--- config.mk ---
export PLATFORM = sky130hd
export DESIGN_NAME = hps_regs
export DESIGN_NICKNAME = d
export VERILOG_FILES = /design/src/common/hps_pkg.sv /design/src/hdl/hps_regs.sv
export SDC_FILE = /design/constraint.sdc
export NUM_CORES = 1
export LEC_CHECK = 0
export BUFFER_PORTS_ARGS = -buffer_cell sky130_fd_sc_hd__buf_2
export CAP_MARGIN = 10
export CORE_ASPECT_RATIO = 0.5
export CORE_MARGIN = 1
export CORE_UTILIZATION = 40
export CTS_CLUSTER_DIAMETER = 60
export DETAILED_ROUTE_END_ITERATION = 6
export GPL_TIMING_DRIVEN = 0
export PLACE_DENSITY = 0.75
export SETUP_SLACK_MARGIN = 0.05
export SLEW_MARGIN = 20
export SYNTH_ARGS = -nofsm -noshare
export SYNTH_HDL_FRONTEND = slang
export SYNTH_SLANG_ARGS = --single-unit
--- constraint.sdc ---
create_clock -name clk -period 1.36 [get_ports clk]
set_clock_uncertainty 0.2 [all_clocks]
set_input_delay 0.272 -clock clk [delete_from_list [all_inputs] [get_ports clk]]
set_output_delay 0.272 -clock clk [all_outputs]
set_load 0.05 [all_outputs]
--- src/common/hps_pkg.sv ---
// Operation
// - Step field 00/01/10/11 gives 0, 50, 100 or 200 ms per routing step.
// - Ramp code 0000 powers the headphone amplifiers up at once, no ramp.
// - Nonzero ramp codes ramp slowly, 0.5 time constants up to 32 at 1111.
// - Charging field 00, 01, 10 selects 25, 6 or 2 kilohm to time the ramp.
// - The reserved register after it reads zero and takes only zero writes.
// - Volume register bit 7 reads zero and software writes it only as zero.
// - Volume code 100 0001 is -32.6 dB and 100 0010 is -33.1 dB attenuation.
package hps_pkg;

    // ----------------------------------------------------------------
    // Register map
    // ----------------------------------------------------------------
    localparam logic [7:0] HPS_ADDR_STARTUP  = 8'h14;
    localparam logic [7:0] HPS_ADDR_RESERVED = 8'h15;
    localparam logic [7:0] HPS_ADDR_LVOLUME  = 8'h16;

    // Field positions
    localparam int HPS_STEP_LSB = 6;
    localparam int HPS_RAMP_LSB = 2;
    localparam int HPS_RCHG_LSB = 0;

    // Reset values
    localparam logic [7:0] HPS_STARTUP_RST  = 8'h00;
    localparam logic [7:0] HPS_RESERVED_VAL = 8'h00;
    localparam logic [6:0] HPS_VOLUME_RST   = 7'h00;

    // Routing step times in ms
    localparam logic [7:0] HPS_STEP_MS1 = 8'h32;
    localparam logic [7:0] HPS_STEP_MS2 = 8'h64;
    localparam logic [7:0] HPS_STEP_MS3 = 8'hC8;

    // Charging resistance codes
    localparam logic [1:0] HPS_RCHG_25K = 2'h0;
    localparam logic [1:0] HPS_RCHG_6K  = 2'h1;
    localparam logic [1:0] HPS_RCHG_2K  = 2'h2;
    localparam logic [1:0] HPS_RCHG_RSV = 2'h3;

    // Charging resistance in kilohm
    localparam logic [4:0] HPS_KOHM_25 = 5'h19;
    localparam logic [4:0] HPS_KOHM_6  = 5'h06;
    localparam logic [4:0] HPS_KOHM_2  = 5'h02;

    // First ramp code illegal with 25 kilohm
    localparam logic [3:0] HPS_RAMP_LIM25 = 4'hD;

    // Volume codes with known attenuation, in tenths of dB
    localparam logic [6:0]  HPS_VOL_A     = 7'h41;
    localparam logic [6:0]  HPS_VOL_B     = 7'h42;
    localparam logic [9:0]  HPS_VOL_A_DB  = 10'h146;
    localparam logic [9:0]  HPS_VOL_B_DB  = 10'h14B;

    // Decoded start-up settings
    typedef struct packed {
        logic [7:0]  step_ms;     // routing step time in ms
        logic        ramp_slow;   // slow ramp enabled
        logic [10:0] ramp_tc_x40; // ramp length in 1/40 time constants
        logic [4:0]  rchg_kohm;   // charging resistance in kilohm
        logic        cfg_error;   // illegal setting programmed
    } hps_startup_t;

endpackage

--- src/hdl/hps_regs.sv ---
module hps_regs
    import hps_pkg::*;
(
    input  wire logic       clk,        // 100 MHz clock
    input  wire logic       rst_n,      // Asynchronous reset, active low
    input  wire logic [7:0] addr,       // Register address
    input  wire logic [7:0] wdata,      // Write data
    input  wire logic       wr,         // Write strobe
    input  wire logic       rd,         // Read strobe
    output logic      [7:0] rdata,      // Read data, one cycle after rd
    output hps_startup_t    startup,    // Decoded start-up settings
    output logic      [6:0] left_vol,   // Left input-to-headphone volume
    output logic      [9:0] left_atten  // Attenuation, tenths of dB
);

    // ----------------------------------------------------------------
    // Decode helpers
    // ----------------------------------------------------------------

    // Ramp length in 1/40 time constants; 32 constants need 11 bits
    function automatic logic [10:0] ramp_x40(input logic [3:0] code);
        case (code)
            4'h0:    ramp_x40 = 11'h000;
            4'h1:    ramp_x40 = 11'h014;
            4'h2:    ramp_x40 = 11'h019;
            4'h3:    ramp_x40 = 11'h01D;
            4'h4:    ramp_x40 = 11'h023;
            4'h5:    ramp_x40 = 11'h028;
            4'h6:    ramp_x40 = 11'h050;
            4'h7:    ramp_x40 = 11'h078;
            4'h8:    ramp_x40 = 11'h0C8;
            4'h9:    ramp_x40 = 11'h0F0;
            4'hA:    ramp_x40 = 11'h118;
            4'hB:    ramp_x40 = 11'h118; // Same 7 constants as 1010
            4'hC:    ramp_x40 = 11'h140;
            4'hD:    ramp_x40 = 11'h280;
            4'hE:    ramp_x40 = 11'h3C0;
            default: ramp_x40 = 11'h500;
        endcase
    endfunction

    // ----------------------------------------------------------------
    // Storage
    // ----------------------------------------------------------------
    logic [7:0] startup_reg;
    logic [6:0] vol_reg;

    // Address decode
    wire hit_startup = addr == HPS_ADDR_STARTUP;
    wire hit_lvol    = addr == HPS_ADDR_LVOLUME;
    wire hit_rsv     = addr == HPS_ADDR_RESERVED;

    // Field views of the start-up register
    wire [1:0] step_f = startup_reg[HPS_STEP_LSB +: 2];
    wire [3:0] ramp_f = startup_reg[HPS_RAMP_LSB +: 4];
    wire [1:0] rchg_f = startup_reg[HPS_RCHG_LSB +: 2];

    // Read mux; reserved register and volume top bit read zero
    wire [7:0] next_rdata = !rd          ? 8'h00 :
                            hit_startup  ? startup_reg :
                            hit_rsv      ? HPS_RESERVED_VAL :
                            hit_lvol     ? {1'b0, vol_reg} :
                                           8'h00;

    // Decoded settings
    hps_startup_t next_startup;
    always_comb begin
        next_startup = '0;
        case (step_f)
            2'h1:    next_startup.step_ms = HPS_STEP_MS1;
            2'h2:    next_startup.step_ms = HPS_STEP_MS2;
            2'h3:    next_startup.step_ms = HPS_STEP_MS3;
            default: next_startup.step_ms = 8'h00;
        endcase
        next_startup.ramp_slow   = ramp_f != 4'h0;
        next_startup.ramp_tc_x40 = ramp_x40(ramp_f);
        case (rchg_f)
            HPS_RCHG_6K: next_startup.rchg_kohm = HPS_KOHM_6;
            HPS_RCHG_2K: next_startup.rchg_kohm = HPS_KOHM_2;
            default:     next_startup.rchg_kohm = HPS_KOHM_25;
        endcase
        next_startup.cfg_error = (rchg_f == HPS_RCHG_RSV) ||
            (rchg_f == HPS_RCHG_25K && ramp_f >= HPS_RAMP_LIM25);
    end

    // Attenuation for the documented volume codes
    wire [9:0] next_atten = (vol_reg == HPS_VOL_A) ? HPS_VOL_A_DB :
                            (vol_reg == HPS_VOL_B) ? HPS_VOL_B_DB :
                                                     10'h000;

    // ----------------------------------------------------------------
    // Registers
    // ----------------------------------------------------------------
    always_ff @(posedge clk or negedge rst_n) begin
        if (!rst_n) begin
            startup_reg <= HPS_STARTUP_RST;
            vol_reg     <= HPS_VOLUME_RST;
        end else if (wr && hit_startup) begin
            startup_reg <= wdata;
        end else if (wr && hit_lvol) begin
            vol_reg     <= wdata[6:0];
        end
    end

    // Registered outputs
    always_ff @(posedge clk or negedge rst_n) begin
        if (!rst_n) begin
            rdata      <= 8'h00;
            startup    <= '0;
            left_vol   <= 7'h00;
            left_atten <= 10'h000;
        end else begin
            rdata      <= next_rdata;
            startup    <= next_startup;
            left_vol   <= vol_reg;
            left_atten <= next_atten;
        end
    end

    // ----------------------------------------------------------------
    // Checks
    // ----------------------------------------------------------------

    // Write strobes and field views of the bus data
    wire       wr_startup = wr && hit_startup;
    wire       wr_lvol    = wr && hit_lvol;
    wire [1:0] wr_step    = wdata[HPS_STEP_LSB +: 2];
    wire [3:0] wr_ramp    = wdata[HPS_RAMP_LSB +: 4];
    wire [1:0] wr_rchg    = wdata[HPS_RCHG_LSB +: 2];

    // ----------------------------------------------------------------
    // Bus and storage checks
    // ----------------------------------------------------------------

    // Reserved register reads back as zero
    rsv_reads_zero_a: assert property (
        @(posedge clk) disable iff (!rst_n)
        rd && hit_rsv |=> rdata == HPS_RESERVED_VAL)
        else $error("reserved register not zero");

    // Volume top bit always reads zero
    vol_top_zero_a: assert property (
        @(posedge clk) disable iff (!rst_n)
        rd && hit_lvol |=> rdata[7] == 1'b0)
        else $error("volume bit 7 set");

    // A start-up read right behind a start-up write returns the written byte
    startup_readback_a: assert property (
        @(posedge clk) disable iff (!rst_n)
        wr_startup ##1 rd && hit_startup |=> rdata == $past(wdata, 2))
        else $error("start-up readback wrong");

    // Volume readback drops the top bit of the written byte
    vol_readback_a: assert property (
        @(posedge clk) disable iff (!rst_n)
        wr_lvol ##1 rd && hit_lvol |=> rdata == ($past(wdata, 2) & 8'h7F))
        else $error("volume readback wrong");

    // Read data stand only in the cycle after a read
    rdata_idle_a: assert property (
        @(posedge clk) disable iff (!rst_n)
        !rd |=> rdata == 8'h00)
        else $error("read data without read");

    // A start-up write lands in one edge
    startup_capture_a: assert property (
        @(posedge clk) disable iff (!rst_n)
        wr_startup |=> startup_reg == $past(wdata))
        else $error("start-up write lost");

    // Without a write the start-up register holds
    startup_hold_a: assert property (
        @(posedge clk) disable iff (!rst_n)
        !wr_startup |=> $stable(startup_reg))
        else $error("start-up register changed");

    // A volume write lands without its top bit
    vol_capture_a: assert property (
        @(posedge clk) disable iff (!rst_n)
        wr_lvol |=> {1'b0, vol_reg} == ($past(wdata) & 8'h7F))
        else $error("volume write lost");

    // Without a write the volume register holds
    vol_hold_a: assert property (
        @(posedge clk) disable iff (!rst_n)
        !wr_lvol |=> $stable(vol_reg))
        else $error("volume register changed");

    // Writes to the reserved slot touch no storage
    rsv_write_ignored_a: assert property (
        @(posedge clk) disable iff (!rst_n)
        wr && hit_rsv |=> $stable(startup_reg) && $stable(vol_reg))
        else $error("reserved write stored");

    // ----------------------------------------------------------------
    // Start-up decode checks
    // ----------------------------------------------------------------

    // Step code 00 gives no routing delay
    step_zero_a: assert property (
        @(posedge clk) disable iff (!rst_n)
        wr_startup && wr_step == 2'h0 |=> ##1 startup.step_ms == 8'h00)
        else $error("step time not zero");

    // Step code 01 gives the short delay
    step_fifty_a: assert property (
        @(posedge clk) disable iff (!rst_n)
        wr_startup && wr_step == 2'h1 |=> ##1 startup.step_ms == HPS_STEP_MS1)
        else $error("step time not short");

    // Step code 10 gives the middle delay
    step_decode_a: assert property (
        @(posedge clk) disable iff (!rst_n)
        wr_startup && wr_step == 2'h2 |=> ##1 startup.step_ms == HPS_STEP_MS2)
        else $error("step time wrong");

    // Step code 11 gives the long delay
    step_long_a: assert property (
        @(posedge clk) disable iff (!rst_n)
        wr_startup && wr_step == 2'h3 |=> ##1 startup.step_ms == HPS_STEP_MS3)
        else $error("step time not long");

    // Ramp code zero powers up at once
    ramp_off_a: assert property (
        @(posedge clk) disable iff (!rst_n)
        wr_startup && wr_ramp == 4'h0 |=> ##1 !startup.ramp_slow)
        else $error("ramp not off");

    // Any other ramp code selects the slow power-up
    ramp_slow_a: assert property (
        @(posedge clk) disable iff (!rst_n)
        wr_startup && wr_ramp != 4'h0 |=> ##1 startup.ramp_slow)
        else $error("slow ramp not selected");

    // Shortest slow ramp is half a time constant
    ramp_half_a: assert property (
        @(posedge clk) disable iff (!rst_n)
        wr_startup && wr_ramp == 4'h1 |=> ##1
        startup.ramp_slow && startup.ramp_tc_x40 == 11'h014)
        else $error("ramp length wrong");

    // Code 0101 ramps over one time constant
    ramp_unit_a: assert property (
        @(posedge clk) disable iff (!rst_n)
        wr_startup && wr_ramp == 4'h5 |=> ##1 startup.ramp_tc_x40 == 11'h028)
        else $error("one constant ramp wrong");

    // Code 1100 ramps over eight time constants
    ramp_eight_a: assert property (
        @(posedge clk) disable iff (!rst_n)
        wr_startup && wr_ramp == 4'hC |=> ##1 startup.ramp_tc_x40 == 11'h140)
        else $error("eight constant ramp wrong");

    // Longest ramp is 32 time constants, not clipped
    ramp_full_a: assert property (
        @(posedge clk) disable iff (!rst_n)
        wr_startup && wr_ramp == 4'hF |=> ##1 startup.ramp_tc_x40 == 11'h500)
        else $error("longest ramp wrong");

    // Charging code 00 selects the high resistance
    rchg_25k_a: assert property (
        @(posedge clk) disable iff (!rst_n)
        wr_startup && wr_rchg == HPS_RCHG_25K |=> ##1
        startup.rchg_kohm == HPS_KOHM_25)
        else $error("charging 25k wrong");

    // Charging code 01 selects the middle resistance
    rchg_decode_a: assert property (
        @(posedge clk) disable iff (!rst_n)
        wr_startup && wr_rchg == HPS_RCHG_6K |=> ##1
        startup.rchg_kohm == HPS_KOHM_6)
        else $error("charging 6k wrong");

    // Charging code 10 selects the low resistance
    rchg_2k_a: assert property (
        @(posedge clk) disable iff (!rst_n)
        wr_startup && wr_rchg == HPS_RCHG_2K |=> ##1
        startup.rchg_kohm == HPS_KOHM_2)
        else $error("charging 2k wrong");

    // ----------------------------------------------------------------
    // Illegal setting checks
    // ----------------------------------------------------------------

    // Reserved charging code is flagged
    rsv_code_err_a: assert property (
        @(posedge clk) disable iff (!rst_n)
        wr_startup && wr_rchg == HPS_RCHG_RSV |=> ##1 startup.cfg_error)
        else $error("reserved charging code not flagged");

    // Long ramps with the high resistance are flagged
    ramp_limit_err_a: assert property (
        @(posedge clk) disable iff (!rst_n)
        wr_startup && wr_rchg == HPS_RCHG_25K && wr_ramp >= HPS_RAMP_LIM25
        |=> ##1 startup.cfg_error)
        else $error("long ramp at 25k not flagged");

    // Low and middle resistance never raise the flag
    legal_no_err_a: assert property (
        @(posedge clk) disable iff (!rst_n)
        wr_startup && (wr_rchg == HPS_RCHG_6K || wr_rchg == HPS_RCHG_2K)
        |=> ##1 !startup.cfg_error)
        else $error("legal setting flagged");

    // ----------------------------------------------------------------
    // Volume checks
    // ----------------------------------------------------------------

    // Code 100 0010 reports its attenuation
    vol_atten_a: assert property (
        @(posedge clk) disable iff (!rst_n)
        wr_lvol && wdata[6:0] == HPS_VOL_B |=> ##1 left_atten == HPS_VOL_B_DB)
        else $error("attenuation wrong");

    // Code 100 0001 reports its attenuation
    vol_atten_low_a: assert property (
        @(posedge clk) disable iff (!rst_n)
        wr_lvol && wdata[6:0] == HPS_VOL_A |=> ##1 left_atten == HPS_VOL_A_DB)
        else $error("low attenuation wrong");

    // Volume output follows the written field two edges on
    left_vol_follow_a: assert property (
        @(posedge clk) disable iff (!rst_n)
        wr_lvol |=> ##1 {1'b0, left_vol} == ($past(wdata, 2) & 8'h7F))
        else $error("volume output wrong");

endmodule

==> flow_metrics.py <==
metrics = {
    "global_route": {
        "grt_pass1_wl_mm": 7.00,
        "antenna_found_initial": 0,
        "grt_max_degree": 55,
        "gr-usage-all-layers_pct": 16.7,
        "first_global_vias": 1432,
        "overflow": 0,
    },
    "placed_design": {
        "dp_hpwl_mm": 2.93,
        "place_area_mm2": 0.00262,
        "place_congestion": 0.715,
        "dp.cells": 301,
        "io_buffers": 64,
    },
    "routing": {
        "drt_iter0_markers": 19,
        "remaining_drc_errors": 0,
        "vias": 1445,
        "ant_nets": 0,
        "wl_mm": 4.61,
        "drt-met1-wl_mm": 2.02,
        "drt-wirelength-per-cell_um": 14.4,
        "dr.pass1.iters": 4,
        "top_layer_used": "met4",
        "route.met2.wl_mm": 2.33,
        "route.met3.wl_um": 236,
        "viasPerCell": 4.53,
    },
    "power": {
        "p_per_area_mw_per_mm2": 1040,
        "p_total_mw": 3.43,
        "leakagePower_nw": 1.68,
        "ir_drop_uv": 508,
    },
    "status": {
        "outcome": "finished with violations",
        "violations": "hold timing, setup timing",
    },
    "synth": {
        "yosysTopAreaCellShare_pct": 61.8,
        "seq_area_frac_synth_pct": 61.8,
        "synth_edf_count": 0,
        "synth-main-ff-cell": "dfrtp_1",
        "ys_seq_elements": 54,
        "synth_cells": 163,
        "synth_warnings": 0,
        "yosysUniqueCellTypes": 26,
        "synthArstFlopShare_pct": 100,
        "yosysTopAreaCell": "dfrtp_1",
        "syn_area_mm2": 0.00219,
        "ys_top_cells_by_area": "dfrtp_1, mux2_2, ha_1",
        "synth_area_per_cell_um2": 13.4,
    },
    "timing": {
        "tightest_slew_ps": 660,
        "setup_viol": 14,
        "period_minus_slack_ps": 1470,
        "hold_viol": 54,
        "min_period_over_period_pct": 108,
        "max_freq_mhz": 678,
        "hold_ws_ps": -217,
        "drv_slew": 0,
        "fin_ws_ps": -114,
        "rsz0062_at_grt": "yes",
        "maxSlewHeadroom_pct": 56.0,
    },
    "cells_and_area": {
        "final_layout_size_suffix_gt1_share_pct": 57.4,
        "final_common_cell": "buf_6",
        "instances_no_fill": 319,
        "largest_reg_flops": 29,
        "utilization_pct": 65.1,
        "final_cell_mix": "buf_6, dfrtp_1, buf_2, buf_4, nor2_1",
        "nets": 280,
        "final_cell_area_mm2": 0.00332,
        "antenna_cells": 0,
        "area_growth_pct": 51.6,
        "fillers": 380,
    },
    "clock_network": {
        "numCtsBuffers": 5,
        "cts.sinks": 54,
        "clockBufferDepth": 2,
        "clkTransAtPathRegs_ps": 90,
        "tritoncts": "done",
        "cts-root-buf": "clkbuf_8",
        "htree_levels": 2,
        "clk_latency_ps": 300,
        "cts_hold_buf": 1,
    },
    "floorplanning": {
        "row_count": 18,
        "core_mm2": 0.00509,
        "die-area_mm2": 0.00579,
        "dieWidth_um": 107,
        "start_util_pct": 43.0,
        "io_pins": 71,
        "fp.dieH_um": 54.3,
    },
    "critical_path": {
        "crit_slowest_cell": "dfrtp_2",
        "r2r_setup_slack_ps": -40,
        "critical_path.max_fanout": 3,
        "r2r_cells": 3,
        "r2r_end": "left_atten[6]$_DFF_PN0_",
        "critPathMaxStageDelay_ps": 440,
        "cp-end-kind": "primary output",
        "worstSetupStartpointType": "register",
        "critPathArrivalTime_ps": 1000,
        "r2r_start": "vol_reg[2]$_DFFE_PN0P_",
        "startpoint": "left_atten[6]$_DFF_PN0_",
        "crit_required_ps": 890,
        "endpoint": "left_atten[8]",
        "critPathKind": "register to primary output",
        "crit_chain": "buf_6 > buf_8",
    },
    "flow_run": {
        "maxCapViolCount": 0,
    },
    "worst_hold_path": {
        "worstHoldPathType": "primary input to asynchronous set/reset pin",
    },
}
## final cells by class
class	count	area [um2]	share of cell area, %
multi-input combinational	88	836	25.2
sequential	54	1360	41.1
clock buffer	5	68.8	2.08
clock inverter	3	43.8	1.32
tap	70	87.6	2.64
timing repair buffer	75	732	22.1
buffer	15	146	4.42
inverter	9	38.8	1.17
## layer usage
layer,vias to the layer above,GRT usage (%)
met5,-,0
met4,0,4.79
met3,2,5.00
met2,40,29.7
met1,707,20.6
li1,696,-
## cells by family (layout without fill, tap and decap cells)
logic type,Yosys count,in the layout,share of synthesized area (%)
AO/OA/AOI/OAI,11,11,3.15
adder cells (fa/ha/maj),12,12,6.86
buffers and inverters,25,107,6.52
flip-flops,54,54,61.8
multiplexers,22,22,10.9
other,1,5,0.171
AND/OR/NAND/NOR,38,38,10.6
## power breakdown
| group | switching, mW | internal (mW) |
|---|---|---|
| Combinational | 0.379 | 0.252 |
| Sequential | 0.0542 | 1.67 |
| Clock | 0.523 | 0.552 |
| Total | 0.956 | 2.48 |
## worst min-delay path by stage
stage               slack [ps]                         end                    from
detailed placement         210       left_vol[2]$_DFF_PN0_  vol_reg[2]$_DFFE_PN0P_
CTS                          6  startup_reg[1]$_DFFE_PN0P_                wdata[1]
finish                    -220          rdata[6]$_DFF_PN0_                   rst_n
floorplan                 -220     left_atten[2]$_DFF_PN0_                   rst_n
global route              -170          rdata[6]$_DFF_PN0_                   rst_n
global placement           200       left_vol[2]$_DFF_PN0_  vol_reg[2]$_DFFE_PN0P_
## critical path, delay by kind of cell, from the launching register on
family	cells	cell delay, ps
flip-flops	1	440
buffers and inverters	2	260
## cell usage after synthesis, types with 2 or more instances
library cell / n
nand3_1: 2
mux2_2: 15
o22ai_1: 2
and3_1: 2
o21ai_0: 2
nand2b_1: 6
nor4b_4: 2
ha_1: 12
clkbuf_1: 3
buf_4: 13
nand2_1: 6
a21oi_1: 4
mux2i_1: 7
inv_1: 9
nor2_1: 14
dfrtp_1: 54
## metrics by stage
stage / worst slack (ps) / setup TNS [ps]
global route: -144 / -1380
global placement: -391 / -12540
finish: -114 / -927
detailed placement: -396 / -16150
floorplan: -133 / -1960
CTS: -122 / -1020
## what timing repair did
| action | 4_1_cts | 5_1_grt |
|---|---|---|
| resized for setup | 122 | 21 |
| endpoints found under the setup margin | 78 | 70 |
| endpoints found under the hold margin | 1 | 54 |
| buffers inserted | 7 | 3 |
| pin swaps | 4 | 7 |
Power figures use the tool's default switching activity.
